--- src/bps_pkg.sv ---
// Package for the buck protection sequencer: constants, types, timings
package bps_pkg;

   // Clock and timing figures
   localparam int CLK_HZ         = 10_000_000;
   localparam int DETECT_US      = 800;        // Resistor detect time
   localparam int IDLE_MS        = 6;          // Hiccup idle time
   localparam int DETECT_CYC     = DETECT_US * (CLK_HZ / 1_000_000);
   localparam int IDLE_CYC       = IDLE_MS * (CLK_HZ / 1_000);
   localparam int VIOL_LIMIT     = 32;         // Violations before idle
   localparam int RAMP_STEPS     = 255;        // Soft start ramp length
   localparam int DEADTIME_CYC   = 2;          // Anti-overlap gap

   // Gain codes selected by the programming resistor
   localparam logic [1:0] GAIN_X3  = 2'h0;     // 47 kohm
   localparam logic [1:0] GAIN_X6  = 2'h1;     // 22 kohm
   localparam logic [1:0] GAIN_X12 = 2'h2;     // Open
   localparam logic [1:0] GAIN_X24 = 2'h3;     // 100 kohm

   // Resistor classes reported by the detect comparators
   localparam logic [1:0] RCLASS_47K  = 2'h0;
   localparam logic [1:0] RCLASS_22K  = 2'h1;
   localparam logic [1:0] RCLASS_OPEN = 2'h2;
   localparam logic [1:0] RCLASS_100K = 2'h3;

   typedef enum logic [2:0] {
      BPS_DETECT, BPS_SOFT, BPS_RUN, BPS_IDLE, BPS_RETRY, BPS_OFF_DOWN,
      BPS_THERMAL
   } bps_state_t;

   // Analog indications, all asynchronous to clk
   typedef struct packed {
      logic       over_temp_hi;  // Junction above 155 C
      logic       over_temp_lo;  // Junction still above 140 C
      logic       cur_limit;     // Low-side current above setpoint
      logic       comp_fault;    // Error amp shows violation persisting
      logic       pwm_request;   // On-time request from the loop
      logic [1:0] resistor_class; // Digitised programming resistor
   } bps_sense_t;

   // Gate and reference controls
   typedef struct packed {
      logic high_side_gate_drive;
      logic low_side_gate_drive;
      logic detect_ref_en;       // Force 0.4 V onto the low-side pin
   } bps_drive_t;

   function automatic logic [1:0] bps_gain(input logic [1:0] rc);
      case (rc)
         RCLASS_47K:  bps_gain = GAIN_X3;
         RCLASS_22K:  bps_gain = GAIN_X6;
         RCLASS_OPEN: bps_gain = GAIN_X12;
         default:     bps_gain = GAIN_X24;
      endcase
   endfunction : bps_gain

endpackage : bps_pkg

--- src/bps_sequencer.sv ---
// Buck protection sequencer: detect, soft start, hiccup, thermal, gates
//
// Overview of operation
// - Resistor detection runs at startup and finishes before soft start.
// - During detection low side holds 0.4 V reference, no gate pulses.
// - Detected resistor becomes one of four 2-bit gain codes.
// - 47k gives 3, 22k gives 6, open 12, 100k gives 24 V/V.
// - Over 155 C both gates go off and controller disables at once.
// - Thermal shutdown holds until below 140 C, then operation resumes.
// - Each low-side current above setpoint counts one violation.
// - After 32 violations idle with both switches off for 6 ms.
// - When idle ends soft start restarts and output ramps again.
// - Fault seen on error amp during retry: idle, power down, repeat.
// - Once the violation is gone, return to normal switching.
// - Gates are complementary, never both on, with anti-overlap gap.
// - Detection lasts about 800 us; both gates start with soft start.
// - Soft start counter raises ramp current one step each cycle.
`timescale 1ns/1ns
module bps_sequencer #(
   parameter int DETECT_CYCLES = bps_pkg::DETECT_CYC, // Detect duration
   parameter int IDLE_CYCLES   = bps_pkg::IDLE_CYC,   // Idle duration
   parameter int RAMP_W        = 8                    // Ramp counter width
) (
   input  wire logic               clk,       // 10 MHz clock
   input  wire logic               rst,       // Sync reset, active high
   input  wire bps_pkg::bps_sense_t sense_in, // Analog indications
   output bps_pkg::bps_drive_t     drive,     // Gate and reference controls
   output logic [1:0]              gain_code, // Current-sense gain code
   output logic [RAMP_W-1:0]       ramp_step, // Soft start current steps
   output logic                    ctrl_enable, // Controller enabled
   output logic                    thermal_off  // Thermal shutdown active
);
   import bps_pkg::*;

   localparam int TW = $clog2(IDLE_CYCLES + DETECT_CYCLES + 1);

   ////////////////////////////////////////////////////////////////////
   // Two-flop synchronisers; first stage read only by second
   bps_sense_t s_meta;
   bps_sense_t s_sync;
   always_ff @(posedge clk) begin
      s_meta <= sense_in;
      s_sync <= s_meta;
   end

   // Edge of current limit so one long excursion counts once
   logic cl_prev;
   always_ff @(posedge clk) begin
      cl_prev <= rst ? 1'b0 : s_sync.cur_limit;
   end
   wire cl_event = s_sync.cur_limit & ~cl_prev;

   ////////////////////////////////////////////////////////////////////
   // State, timer, counters
   bps_state_t        state;
   bps_state_t        next_state;
   logic [TW-1:0]     timer;
   logic [5:0]        viol_cnt;
   logic              retried;   // Idle came from a failed retry

   wire timer_done  = (timer == TW'(0));
   wire viol_full   = (viol_cnt == 6'(VIOL_LIMIT - 1)) & cl_event;
   wire hot         = s_sync.over_temp_hi;
   wire ramp_done   = (ramp_step == RAMP_W'(RAMP_STEPS));
   wire switching   = (state == BPS_SOFT) | (state == BPS_RUN) |
                      (state == BPS_RETRY);

   // Next state decode
   always_comb begin
      next_state = state;
      case (state)
         BPS_DETECT:   if (timer_done) next_state = BPS_SOFT;
         BPS_SOFT:     if (viol_full) next_state = BPS_IDLE;
                       else if (ramp_done) next_state = BPS_RUN;
         BPS_RUN:      if (viol_full) next_state = BPS_IDLE;
         BPS_IDLE:     if (timer_done) next_state = retried ?
                          BPS_OFF_DOWN : BPS_RETRY;
         BPS_RETRY:    if (s_sync.comp_fault | viol_full)
                          next_state = BPS_IDLE;
                       else if (ramp_done) next_state = BPS_RUN;
         BPS_OFF_DOWN: next_state = BPS_DETECT;
         BPS_THERMAL:  if (!s_sync.over_temp_lo)
                          next_state = BPS_DETECT;
         default:      next_state = BPS_DETECT;
      endcase
      if (hot) next_state = BPS_THERMAL;
   end

   // State register; full power-down restarts from detection
   always_ff @(posedge clk) begin
      if (rst) state <= BPS_DETECT;
      else     state <= next_state;
   end

   // Timer loads on entry to timed states
   wire enter = (next_state != state);
   always_ff @(posedge clk) begin
      if (rst)
         timer <= TW'(DETECT_CYCLES - 1);
      else if (enter && next_state == BPS_IDLE)
         timer <= TW'(IDLE_CYCLES - 1);
      else if (enter && next_state == BPS_DETECT)
         timer <= TW'(DETECT_CYCLES - 1);
      else if (!timer_done)
         timer <= timer - TW'(1);
   end

   // Retry marker: idle after a failed retry leads to power-down
   always_ff @(posedge clk) begin
      if (rst || next_state == BPS_RUN || next_state == BPS_DETECT)
         retried <= 1'b0;
      else if (state == BPS_RETRY && next_state == BPS_IDLE)
         retried <= 1'b1;
   end

   // Violation counter, cleared on idle entry, on retry start and on resuming run
   always_ff @(posedge clk) begin
      if (rst || (enter && (next_state == BPS_RETRY ||
                            next_state == BPS_RUN ||
                            next_state == BPS_IDLE)))
         viol_cnt <= 6'h00;
      else if (switching && cl_event)
         viol_cnt <= viol_cnt + 6'h01;
   end

   // Soft start ramp: one current step per cycle
   always_ff @(posedge clk) begin
      if (rst || !(next_state == BPS_SOFT || next_state == BPS_RETRY))
         ramp_step <= '0;
      else if (!ramp_done)
         ramp_step <= ramp_step + RAMP_W'(1);
   end

   // Gain latched at the end of detection
   always_ff @(posedge clk) begin
      if (rst)
         gain_code <= GAIN_X12;
      else if (state == BPS_DETECT && timer_done)
         gain_code <= bps_gain(s_sync.resistor_class);
   end

   ////////////////////////////////////////////////////////////////////
   // Gate drive with dead time; off state forced when not switching
   logic [1:0] dead;
   wire want_hi = switching & ~hot & s_sync.pwm_request;
   wire want_lo = switching & ~hot & ~s_sync.pwm_request;
   wire dead_ok = (dead == 2'h0);
   wire next_hi = want_hi & ~drive.low_side_gate_drive & dead_ok;
   wire next_lo = want_lo & ~drive.high_side_gate_drive & dead_ok;

   always_ff @(posedge clk) begin
      if (rst) begin
         drive <= '0;
         dead  <= 2'h0;
      end else begin
         drive.high_side_gate_drive <= next_hi;
         drive.low_side_gate_drive  <= next_lo;
         drive.detect_ref_en <= (next_state == BPS_DETECT);
         if ((drive.high_side_gate_drive & ~want_hi) |
             (drive.low_side_gate_drive & ~want_lo))
            dead <= 2'(DEADTIME_CYC);
         else if (!dead_ok)
            dead <= dead - 2'h1;
      end
   end

   // Status outputs
   always_ff @(posedge clk) begin
      ctrl_enable <= rst ? 1'b0 : switching & ~hot;
      thermal_off <= rst ? 1'b0 : (next_state == BPS_THERMAL);
   end

   ////////////////////////////////////////////////////////////////////
   // Checks
   property p_no_overlap;
      @(posedge clk) disable iff (rst)
      !(drive.high_side_gate_drive && drive.low_side_gate_drive);
   endproperty
   a_no_overlap: assert property (p_no_overlap)
      else $error("both gates on");

   // A gate turning off leaves both off through the dead time
   property p_dead_gap;
      @(posedge clk) disable iff (rst)
      ($fell(drive.high_side_gate_drive) || $fell(drive.low_side_gate_drive))
         |-> (!drive.high_side_gate_drive && !drive.low_side_gate_drive) [*3];
   endproperty
   a_dead_gap: assert property (p_dead_gap)
      else $error("no dead time between gate phases");

   property p_detect_quiet;
      @(posedge clk) disable iff (rst)
      drive.detect_ref_en |-> !drive.low_side_gate_drive &&
                              !drive.high_side_gate_drive;
   endproperty
   a_detect_quiet: assert property (p_detect_quiet)
      else $error("gate pulse during detection");

   property p_hot_off;
      @(posedge clk) disable iff (rst)
      hot |=> !drive.high_side_gate_drive && !drive.low_side_gate_drive
              && state == BPS_THERMAL;
   endproperty
   a_hot_off: assert property (p_hot_off)
      else $error("gates not off on over temperature");

   property p_thermal_exit;
      @(posedge clk) disable iff (rst)
      (state == BPS_THERMAL && !s_sync.over_temp_lo && !hot)
         |=> state == BPS_DETECT;
   endproperty
   a_thermal_exit: assert property (p_thermal_exit)
      else $error("thermal shutdown not left");

   property p_idle_entry;
      @(posedge clk) disable iff (rst)
      (state == BPS_RUN && viol_full && !hot) |=> state == BPS_IDLE;
   endproperty
   a_idle_entry: assert property (p_idle_entry)
      else $error("no idle after violation limit");

   property p_idle_off;
      @(posedge clk) disable iff (rst)
      (state == BPS_IDLE) |=> !drive.high_side_gate_drive &&
                              !drive.low_side_gate_drive;
   endproperty
   a_idle_off: assert property (p_idle_off)
      else $error("switch on while idle");

   property p_soft_after_detect;
      @(posedge clk) disable iff (rst)
      (state == BPS_DETECT && !timer_done && !hot) |=> state == BPS_DETECT;
   endproperty
   a_soft_after_detect: assert property (p_soft_after_detect)
      else $error("soft start before detection ended");

   property p_ramp_step;
      @(posedge clk) disable iff (rst)
      (state == BPS_SOFT && $past(state) == BPS_SOFT && !ramp_done &&
       !viol_full && !hot)
         |=> ramp_step == $past(ramp_step) + RAMP_W'(1);
   endproperty
   a_ramp_step: assert property (p_ramp_step)
      else $error("ramp not stepping");

   property p_retry_clear;
      @(posedge clk) disable iff (rst)
      (state == BPS_IDLE && timer_done && !retried && !hot)
         |=> viol_cnt == 6'h00 && state == BPS_RETRY;
   endproperty
   a_retry_clear: assert property (p_retry_clear)
      else $error("retry without cleared count");

endmodule : bps_sequencer

--- config.mk ---
export PLATFORM = sky130hd
export DESIGN_NAME = bps_sequencer
export DESIGN_NICKNAME = d
export VERILOG_FILES = /design/src/bps_pkg.sv /design/src/bps_sequencer.sv
export SDC_FILE = /design/constraint.sdc
export NUM_CORES = 1
export LEC_CHECK = 0
export BUFFER_PORTS_ARGS = -buffer_cell sky130_fd_sc_hd__buf_2
export CORE_MARGIN = 4
export CORE_UTILIZATION = 40
export CTS_BUF_LIST = sky130_fd_sc_hd__clkbuf_2
export DETAILED_ROUTE_END_ITERATION = 10
export HOLD_SLACK_MARGIN = 0.05
export PLACE_DENSITY_LB_ADDON = 0.15
export SYNTH_ARGS = -nofsm -noshare
export SYNTH_HDL_FRONTEND = slang
export SYNTH_SLANG_ARGS = --single-unit
--- constraint.sdc ---
create_clock -name clk -period 4.04 [get_ports clk]
set_clock_uncertainty 0.05 [all_clocks]
set_input_delay 0.202 -clock clk [delete_from_list [all_inputs] [get_ports clk]]
set_output_delay 0.202 -clock clk [all_outputs]
set_load 0.005 [all_outputs]
==> flow_summary_export.csv, run 1 <==
group,metric,value,unit
grt,antenna_found_initial,0,
worst_setup_path,r2r_slack,1.14,ns
power_and_ir_drop,p_total,1.10,mW
worst_setup_path,required,4.37,ns
timing,layout_worst_path_cycle_share,71.8,%
layout,nets,331,
yosys,ys_warn_count,0,
clock_tree,cts_root_buf,"clkbuf_2",
worst_setup_path,r2r-end,"timer[3]$_SDFFE_PP1P_",
clock_tree,path_clk_slew,0.17,ns
place,dp_hpwl,3.90,mm
layout,num-fill-cells,607,
grt,grt_pass1_wl,9.68,mm
min_path,hold_path_end,"drive[0]$_SDFF_PP0_",
timing,fmax,345,MHz
yosys,synth_fp_nets,296,
worst_setup_path,arrival,3.23,ns
die,die_w,89.0,um
layout,n_antenna_cell,0,
die,start_util,41.4,%
yosys,avgSynthCellArea,9.28,um2
min_path,hold_depth,2,
worst_setup_path,cpPeakStageDelay,0.46,ns
grt,globalRouteOverflowTotal,0,
power_and_ir_drop,p_leak,1.13,nW
yosys,synthTopCellsByArea,"dfxtp_1, nor2_1, xor2_1",
route,ant_nets,0,
timing,final-max-slew-violation-count,0,
layout,final_cell_area,3010,um2
yosys,synth_top_area_cell,"dfxtp_1",
grt,grt_pass1_vias,2017,
timing,relSlewSlack,53.4,%
yosys,synthMostInstantiatedCell,"dfxtp_1",
die,dieArea,7930,um2
clock_tree,cts_made_buffers,9,
worst_setup_path,critPathMaxFanout,9,
yosys,synth_top_cell_area_share,45.0,%
route,drc,0,
job,maxCapViolCount,0,
worst_setup_path,end_kind,"flip-flop",
yosys,yosys-top-cells-count,"dfxtp_1, nor2_1, nand3_1, nor3_1, nand2_1",
yosys,synth-edff-count,0,
yosys,ys_types,53,
timing,rsz0062_at_grt,"false",
layout,layout-area-overhead-vs-synth,14.6,%
min_path,hold_class,"input pin to flip-flop",
clock_tree,cts_tree,"yes",
place,place_congestion,0.869,
worst_setup_path,r2r_cells,8,
worst_setup_path,crit_type,"flip-flop to flip-flop",
place,placed_area,2830,um2
route,first_pass_iters,4,
yosys,synth-seq-area-share,45.0,%
yosys,ys_dominant_reg_cell,"dfxtp_1",
timing,tns,0,ns
clock_tree,clk_latency,0.50,ns
layout,drive_gt1_share,17.3,%
grt,grt_max_degree,30,
status,status,"completed",
clock_tree,cts.sinks,59,
route,viasPerCell,5.48,
layout,register_area,1180,um2
min_path,min_from,"rst",
yosys,ys_ff_latch,59,
timing,tightest_slew,0.697,ns
grt,grt.total_usage,15.9,%
yosys,syn_area,2630,um2
timing,finalWorstPathRequiredPeriod,2.90,ns
worst_setup_path,path_buf_inv,0,
layout,multi_input_area,1400,um2
die,die_h,89.0,um
timing,setup_viol,0,
layout,final_core_util,47.4,%
route,detail_route.iter0.violations,225,
clock_tree,htreeDepth,3,
timing,hold_viol,0,
die,rows,29,
yosys,ys_async_sr_fraction,0,%
yosys,synthCells,283,
place,portBuffers,23,
worst_setup_path,cp-start-kind,"flip-flop",
route,vias,2191,
route,drt_wl_total,5.78,mm
route,wl_per_cell,14.4,um
clock_tree,cts_setup_buffers,0,
worst_setup_path,r2r-start,"ramp_step[0]$_SDFFE_PP0N_",
power_and_ir_drop,powerDensity,364,nW/um2
worst_setup_path,path_cells,"ha_1 > and3_1 > nand3_1 > a31o_2 > nor2_1 > nor4b_1 > o32a_1 > o21ai_0",
worst_setup_path,cpLargestDelayFamily,"simple AND/OR/NAND/NOR gates",
power_and_ir_drop,ir_drop,0.259,mV
die,core,6350,um2
clock_tree,cts_resized,0,
worst_setup_path,critPathSlowestCell,"nor4b_1",
die,io-pin-count,24,
clock_tree,clockBufferDepth,2,
## layer usage
metal  share of wire (%)  up-vias  wire [um]  track usage [%]
met4                 1.6        0         93             7.04
li1                    -     1116          -                -
met1                  51     1013       2930             22.8
met2                  43       51       2460             21.7
met5                   0        -          0                0
met3                 5.2       11        300             4.88
## flip-flops by register name, indices dropped and copies added, names as in the netlist
signal and flops:
retried 1, thermal_off 1, s_sync 6, ramp_step 8, timer 17, cl_prev 1
dead 2, viol_cnt 6, state 3, drive 3, hot 1, ctrl_enable 1
s_meta 7, gain_code 2
## timing repair
item	CTS	global route
endpoints found under the hold margin	7	0
hold buffers	7	0
endpoints found under the setup margin	0	0
## report_power, final
part | switching [mW] | leakage [nW] | internal (mW)
combinational | 0.0654 | 0.579 | 0.0450
sequential | 0.0191 | 0.484 | 0.603
clock | 0.223 | 0.0691 | 0.140
## stage by stage
step,hold WS [ns],setup slack (ns),cells
floorplan,0.180,1.47,283
CTS,0.112,1.16,400
global route,0.102,0.876,400
detailed placement,0.256,1.17,377
global placement,0.255,1.17,377
finish,0.116,1.14,400
## placed cells by master (no fill, tap or decap), types with 3 or more instances in the layout
master and count:
a31oi_1 4, o21ai_0 8, a32o_1 4, nand4_1 5
and3_1 4, nand2_1 14, o21ai_1 6, nor2b_1 5
dlygate4sd3_1 7, xor2_1 13, buf_4 5, buf_2 23
a21oi_1 5, nand3_1 16, nand3b_1 5, nor4b_1 3
dfxtp_1 59, o31ai_1 3, nand2b_1 4, mux2i_1 4
xnor2_1 9, a32oi_1 5, clkinv_2 3, ha_1 4
nor2_1 31, a211oi_1 6, nor4_1 5, nor3_1 16
clkbuf_2 10
## area by class of cell
type,count,area share [%]
inverter,2,0.249
multi-input combinational,211,46.4
timing repair buffer,35,7.40
sequential,59,39.3
tap,77,3.20
clock buffer,10,1.66
clock inverter,6,1.87
## kinds of logic (layout without fill, tap and decap cells)
family                     after synthesis  in the layout  synth area share (%)
buffers and inverters                   13             53                  1.91
adders and majority gates                4              4                  1.91
AOI/OAI and AO/OA                       58             58                  17.2
DFF                                     59             59                  45.0
xor gates and xnor gates                22             22                  7.34
muxes                                    4              4                  1.52
and+or+nand+nor                        123            123                  25.2
## worst reg2reg max path: stages, from the launching register on
cell     delay, ns
dfxtp_1       0.41
ha_1          0.22
and3_1        0.23
nand3_1       0.25
a31o_2        0.31
nor2_1        0.24
nor4b_1       0.46
o32a_1        0.46
o21ai_0       0.16
## how the worst max path moves through the flow
stage	start	to	cells past startpoint
floorplan	timer[2]$_SDFFE_PP1P_	timer[10]$_SDFFE_PP1P_	8
CTS	ramp_step[0]$_SDFFE_PP0N_	timer[3]$_SDFFE_PP1P_	8
global placement	ramp_step[0]$_SDFFE_PP0N_	timer[3]$_SDFFE_PP1P_	8
detailed placement	ramp_step[0]$_SDFFE_PP0N_	timer[3]$_SDFFE_PP1P_	8
finish	ramp_step[0]$_SDFFE_PP0N_	timer[3]$_SDFFE_PP1P_	8
global route	ramp_step[0]$_SDFFE_PP0N_	timer[4]$_SDFFE_PP1P_	8
No activity file was read; power rests on OpenSTA's default activity.
==> run 2: changes to the inputs <==
- clock period: 4.04 -> 2.4 ns (I/O delays scaled with it)
==> run 2 against run 1 <==
Against the previous run: the flow now finishes with violations (negative setup slack); sequential power grew 67%; count of clock-buffer cells in the layout grew 1; first-iteration DRC count shrank 38%; maximum frequency grew 13%; die area is the same; critical path type unchanged; largest cell class unchanged.
==> flow_summary_export.csv, run 2 (synthesis results as in run 1) <==
group,metric,value,unit
layout,register_area,1190,um2
worst_setup_path,r2r_cells,7,
min_path,hold_class,"input pin to flip-flop",
min_path,hold_depth,2,
die,core,6350,um2
layout,layout-area-overhead-vs-synth,50.9,%
layout,drive_gt1_share,45.9,%
worst_setup_path,r2r-end,"viol_cnt[2]$_SDFFE_PP0P_",
status,violations,"negative setup slack",
worst_setup_path,required,2.71,ns
place,dp_slack,-0.235,ns
timing,rsz0062_at_grt,"true",
clock_tree,htreeDepth,3,
timing,relSlewSlack,59.0,%
route,first_pass_iters,4,
timing,tightest_slew,0.615,ns
grt,grt_pass1_vias,2418,
worst_setup_path,cp-start-kind,"flip-flop",
layout,num-fill-cells,499,
timing,layout_worst_path_cycle_share,107,%
job,maxCapViolCount,0,
grt,antenna_found_initial,0,
timing,fin_ws,-0.158,ns
worst_setup_path,path_cells,"or4_4 > or2_4 > o31ai_4 > a31oi_2 > or4b_4 > a21oi_4 > a211oi_1",
worst_setup_path,critPathMaxFanout,6,
grt,grt_max_degree,29,
layout,regMostFlops,"timer",
timing,finalWorstPathRequiredPeriod,2.56,ns
route,wl_per_cell,14.8,um
timing,fmax,391,MHz
route,detail_route.iter0.violations,139,
layout,largest_reg_flops,17,
timing,hold_viol,0,
layout,reg_top3,"timer: 17 flops, ramp_step: 8 flops, s_meta: 7 flops",
clock_tree,path_clk_slew,0.16,ns
worst_setup_path,end_kind,"flip-flop",
clock_tree,cts.sinks,59,
worst_setup_path,crit_type,"flip-flop to flip-flop",
die,dieArea,7930,um2
die,rows,29,
clock_tree,clk_latency,0.49,ns
clock_tree,cts_tree,"yes",
power_and_ir_drop,powerDensity,474,nW/um2
grt,grt.total_usage,18.4,%
worst_setup_path,cpLargestDelayFamily,"simple AND/OR/NAND/NOR gates",
timing,final-max-slew-violation-count,0,
route,drt_wl_total,7.12,mm
die,start_util,41.4,%
route,drc,0,
min_path,hold_path_end,"cl_prev$_SDFF_PP0_",
layout,layout_common_cells,"buf_4, dfxtp_1, nor2_1",
timing,setup_viol,30,
clock_tree,cts_root_buf,"clkbuf_2",
worst_setup_path,r2r-start,"timer[9]$_SDFFE_PP1P_",
layout,n_antenna_cell,0,
power_and_ir_drop,p_leak,1.59,nW
route,vias,2592,
die,io-pin-count,24,
worst_setup_path,path_buf_inv,0,
worst_setup_path,arrival,2.87,ns
route,ant_nets,0,
die,die_h,89.0,um
worst_setup_path,cpPeakStageDelay,0.53,ns
min_path,min_from,"rst",
worst_setup_path,r2r_slack,-0.16,ns
power_and_ir_drop,ir_drop,0.456,mV
layout,nets,413,
grt,globalRouteOverflowTotal,0,
layout,multi_input_area,1710,um2
place,place_congestion,0.948,
grt,grt_pass1_wl,11.2,mm
route,viasPerCell,5.38,
clock_tree,clockBufferDepth,2,
worst_setup_path,critPathSlowestCell,"or4_4",
timing,whs,0.0932,ns
place,dp_hpwl,4.65,mm
place,portBuffers,23,
status,status,"finished with violations",
layout,layout_commonest_cell,"buf_4",
clock_tree,cts_made_buffers,9,
die,die_w,89.0,um
[run 2: metal layers]
metal / share of wire (%) / track usage, %
met1: 44 / 22.8
met2: 49 / 30.8
met3: 4.1 / 4.42
met4: 2.5 / 7.58
met5: 0 / 0
[run 2: what timing repair did]
action / 4_1_cts / 5_1_grt
endpoints found under the hold margin: 9 / 0
gates cloned: 0 / 2
gates resized for setup: 21 / 49
pin swaps: 16 / 18
setup endpoints to repair: 31 / 32
setup buffers: 3 / 8
hold buffers: 9 / 0
[run 2: worst max-delay path by stage]
stage	from	endpoint	slack, ns	cells after the start
2_1_floorplan	timer[5]$_SDFFE_PP1P_	timer[10]$_SDFFE_PP1P_	-0.06	8
3_3_place_gp	timer[0]$_SDFFE_PP1P_	timer[5]$_SDFFE_PP1P_	-0.26	11
3_5_place_dp	timer[0]$_SDFFE_PP1P_	timer[7]$_SDFFE_PP0P_	-0.23	10
4_1_cts	timer[2]$_SDFFE_PP1P_	viol_cnt[0]$_SDFFE_PP0P_	-0.22	7
5_1_grt	timer[2]$_SDFFE_PP1P_	timer[6]$_SDFFE_PP0P_	-0.23	9
6_report	timer[9]$_SDFFE_PP1P_	viol_cnt[2]$_SDFFE_PP0P_	-0.16	7
[run 2: area by class of cell]
cell class / count / share of cell area, %
clock inverters: 5 / 0.758
well taps: 77 / 2.43
clock buffers: 11 / 1.39
flip-flops and latches: 59 / 30.0
multi-input cells: 212 / 43.3
repair buffers: 116 / 21.9
inverters: 2 / 0.189
[run 2: report_power, final]
group / internal, mW / switching [mW] / leakage [nW]
Clock: 0.140 / 0.363 / 0.0593
Sequential: 1.02 / 0.0215 / 0.483
Combinational: 0.169 / 0.171 / 1.05
Total: 1.32 / 0.555 / 1.59
[run 2: through the flow]
step	std cells	power, mW	instance area, um2	util (%)	TNS [ns]
3_5_place_dp	444	1.31	3370	53.1	-5.75
4_1_cts	472	1.84	3670	57.8	-4.18
2_1_floorplan	283	1.19	2660	-	-0.492
3_3_place_gp	444	1.31	3370	53.1	-6.48
6_report	482	1.88	3960	62.4	-2.78
5_1_grt	482	1.98	3960	62.4	-5.10
[run 2: worst reg2reg max path: stages (launching register included)]
cell and delay [ns]:
dfxtp_2 0.35, or4_4 0.53, or2_4 0.30, o31ai_4 0.24, a31oi_2 0.07, or4b_4 0.51, a21oi_4 0.27, a211oi_1 0.11
==> run 3: changes to the inputs <==
- TNS_END_PERCENT: not set -> 10
==> run 3 against run 2 <==
Against the previous run: the run still ends with negative setup slack left; utilization down 4.7 points; non-clock buffer count is 14 lower; final cell count shrank 3.1%; final area decreased by 7.5%; wire length down 12%; first-iteration DRC count fell by 14%; critical path depth unchanged; critical endpoint is now viol_cnt[3]$_SDFFE_PP0P_; largest cell class unchanged; highest routed layer unchanged.
==> flow_summary_export.csv, run 3 (synthesis results as in run 1) <==
group,metric,value,unit
route,first_pass_iters,4,
layout,num-fill-cells,572,
worst_setup_path,path_buf_inv,0,
timing,hold_viol,0,
route,vias,2400,
die,dieArea,7930,um2
route,ant_nets,0,
layout,largest_reg_flops,17,
route,detail_route.iter0.violations,119,
clock_tree,htreeDepth,3,
timing,tightest_slew,0.597,ns
worst_setup_path,cp-start-kind,"flip-flop",
status,violations,"negative setup slack",
timing,layout_worst_path_cycle_share,107,%
route,drc,0,
job,maxCapViolCount,0,
clock_tree,clk_latency,0.48,ns
place,dp_hpwl,4.56,mm
clock_tree,clockBufferDepth,2,
layout,layout_common_cells,"buf_4, dfxtp_1, nor2_1",
grt,globalRouteOverflowTotal,0,
clock_tree,cts_made_buffers,9,
layout,n_antenna_cell,0,
grt,grt_pass1_vias,2272,
worst_setup_path,cpPeakStageDelay,0.56,ns
die,io-pin-count,24,
timing,whs,0.212,ns
clock_tree,cts_tree,"yes",
clock_tree,path_clk_slew,0.20,ns
die,die_w,89.0,um
grt,grt.total_usage,17.0,%
worst_setup_path,arrival,2.87,ns
timing,finalWorstPathRequiredPeriod,2.58,ns
layout,nets,398,
timing,relSlewSlack,60.2,%
layout,regMostFlops,"timer",
worst_setup_path,cpLargestDelayFamily,"simple AND/OR/NAND/NOR gates",
status,status,"finished with violations",
die,start_util,41.4,%
route,drt_wl_total,6.26,mm
grt,antenna_found_initial,0,
layout,layout_commonest_cell,"buf_4",
min_path,hold_class,"input pin to flip-flop",
timing,fin_ws,-0.176,ns
timing,fmax,388,MHz
place,place_congestion,0.899,
grt,grt_pass1_wl,10.5,mm
die,die_h,89.0,um
die,core,6350,um2
worst_setup_path,end_kind,"flip-flop",
clock_tree,cts_root_buf,"clkbuf_2",
layout,layout-area-overhead-vs-synth,39.5,%
worst_setup_path,critPathMaxFanout,6,
layout,reg_top3,"timer: 17 flops, ramp_step: 8 flops, s_meta: 7 flops",
layout,drive_gt1_share,37.4,%
power_and_ir_drop,p_total,1.98,mW
worst_setup_path,required,2.70,ns
die,rows,29,
worst_setup_path,crit_type,"flip-flop to flip-flop",
worst_setup_path,critPathSlowestCell,"or4_4",
timing,rsz0062_at_grt,"true",
power_and_ir_drop,p_leak,1.48,nW
power_and_ir_drop,powerDensity,541,nW/um2
timing,setup_viol,25,
clock_tree,cts.sinks,59,
power_and_ir_drop,ir_drop,0.374,mV
route,viasPerCell,5.14,
timing,final-max-slew-violation-count,0,
worst_setup_path,path_cells,"or4_4 > or2_4 > o31ai_4 > a31oi_2 > or4b_4 > a21oi_4 > a211oi_1",
route,wl_per_cell,13.4,um
grt,grt_max_degree,30,
place,portBuffers,23,
run 3: cell types whose count changed in the layout (fill, tap and decap cells not counted), sizes merged:
cell / change
buf: -13
bufinv: +1
clkbuf: -2
clkinv: -2
clkinvlp: -1
dlygate4sd3: -1
inv: +4
o32a: -1
run 3: metrics by stage:
| step | setup TNS [ns] | instances | setup slack (ns) | utilization, % | area (um2) |
|---|---|---|---|---|---|
| 3_3_place_gp | -3.17 | 442 | -0.167 | 52.8 | 3360 |
| 4_1_cts | -2.36 | 466 | -0.167 | 56.7 | 3600 |
| 6_report | -1.89 | 467 | -0.176 | 57.7 | 3660 |
| 3_5_place_dp | -4.48 | 442 | -0.197 | 52.8 | 3360 |
| 2_1_floorplan | -0.625 | 283 | -0.0644 | - | 2660 |
| 5_1_grt | -4.91 | 467 | -0.271 | 57.7 | 3660 |
run 3: routing by layer:
layer | global-route usage, % | up-vias | part of all wire (%)
met5 | 0 | - | 0
met4 | 7.17 | 0 | 1.3
met3 | 3.78 | 8 | 3.4
met2 | 25.3 | 37 | 45
met1 | 23.8 | 1105 | 51
li1 | - | 1250 | -
run 3: layout make-up:
| class | count | area, um2 | area share (%) |
|---|---|---|---|
| Clock inverter | 7 | 82.6 | 2.25 |
| Sequential cell | 59 | 1190 | 32.4 |
| Tap cell | 77 | 96.3 | 2.63 |
| Timing Repair Buffer | 102 | 728 | 19.9 |
| Inverter | 2 | 7.51 | 0.205 |
| Multi-Input combinational cell | 211 | 1520 | 41.4 |
| Clock buffer | 9 | 45.0 | 1.23 |
run 3: path summary, 6_finish.rpt:
kind	to	startpoint	cells after the start	slack, ns
worst max-delay path	viol_cnt[3]$_SDFFE_PP0P_	timer[5]$_SDFFE_PP1P_	7	-0.18
worst max register to register	viol_cnt[3]$_SDFFE_PP0P_	timer[5]$_SDFFE_PP1P_	7	-0.18
worst min register to register	s_sync[4]$_DFF_P_	s_meta[4]$_DFF_P_	0	0.29
worst min-delay path	s_meta[6]$_DFF_P_	sense_in[6]	2	0.21
run 3: repair_timing:
action,in CTS,in global routing
buffers inserted,0,1
resized for setup,8,17
endpoints found under the hold margin,12,0
pin swaps,3,3
endpoints found under the setup margin,32,33
hold buffers,8,0
run 3: report_power, final:
part           switching (mW)  total [mW]  internal, mW
Sequential             0.0238        1.04          1.02
Combinational           0.133       0.268         0.135
Clock                   0.413       0.672         0.260
Total                   0.570        1.98          1.41
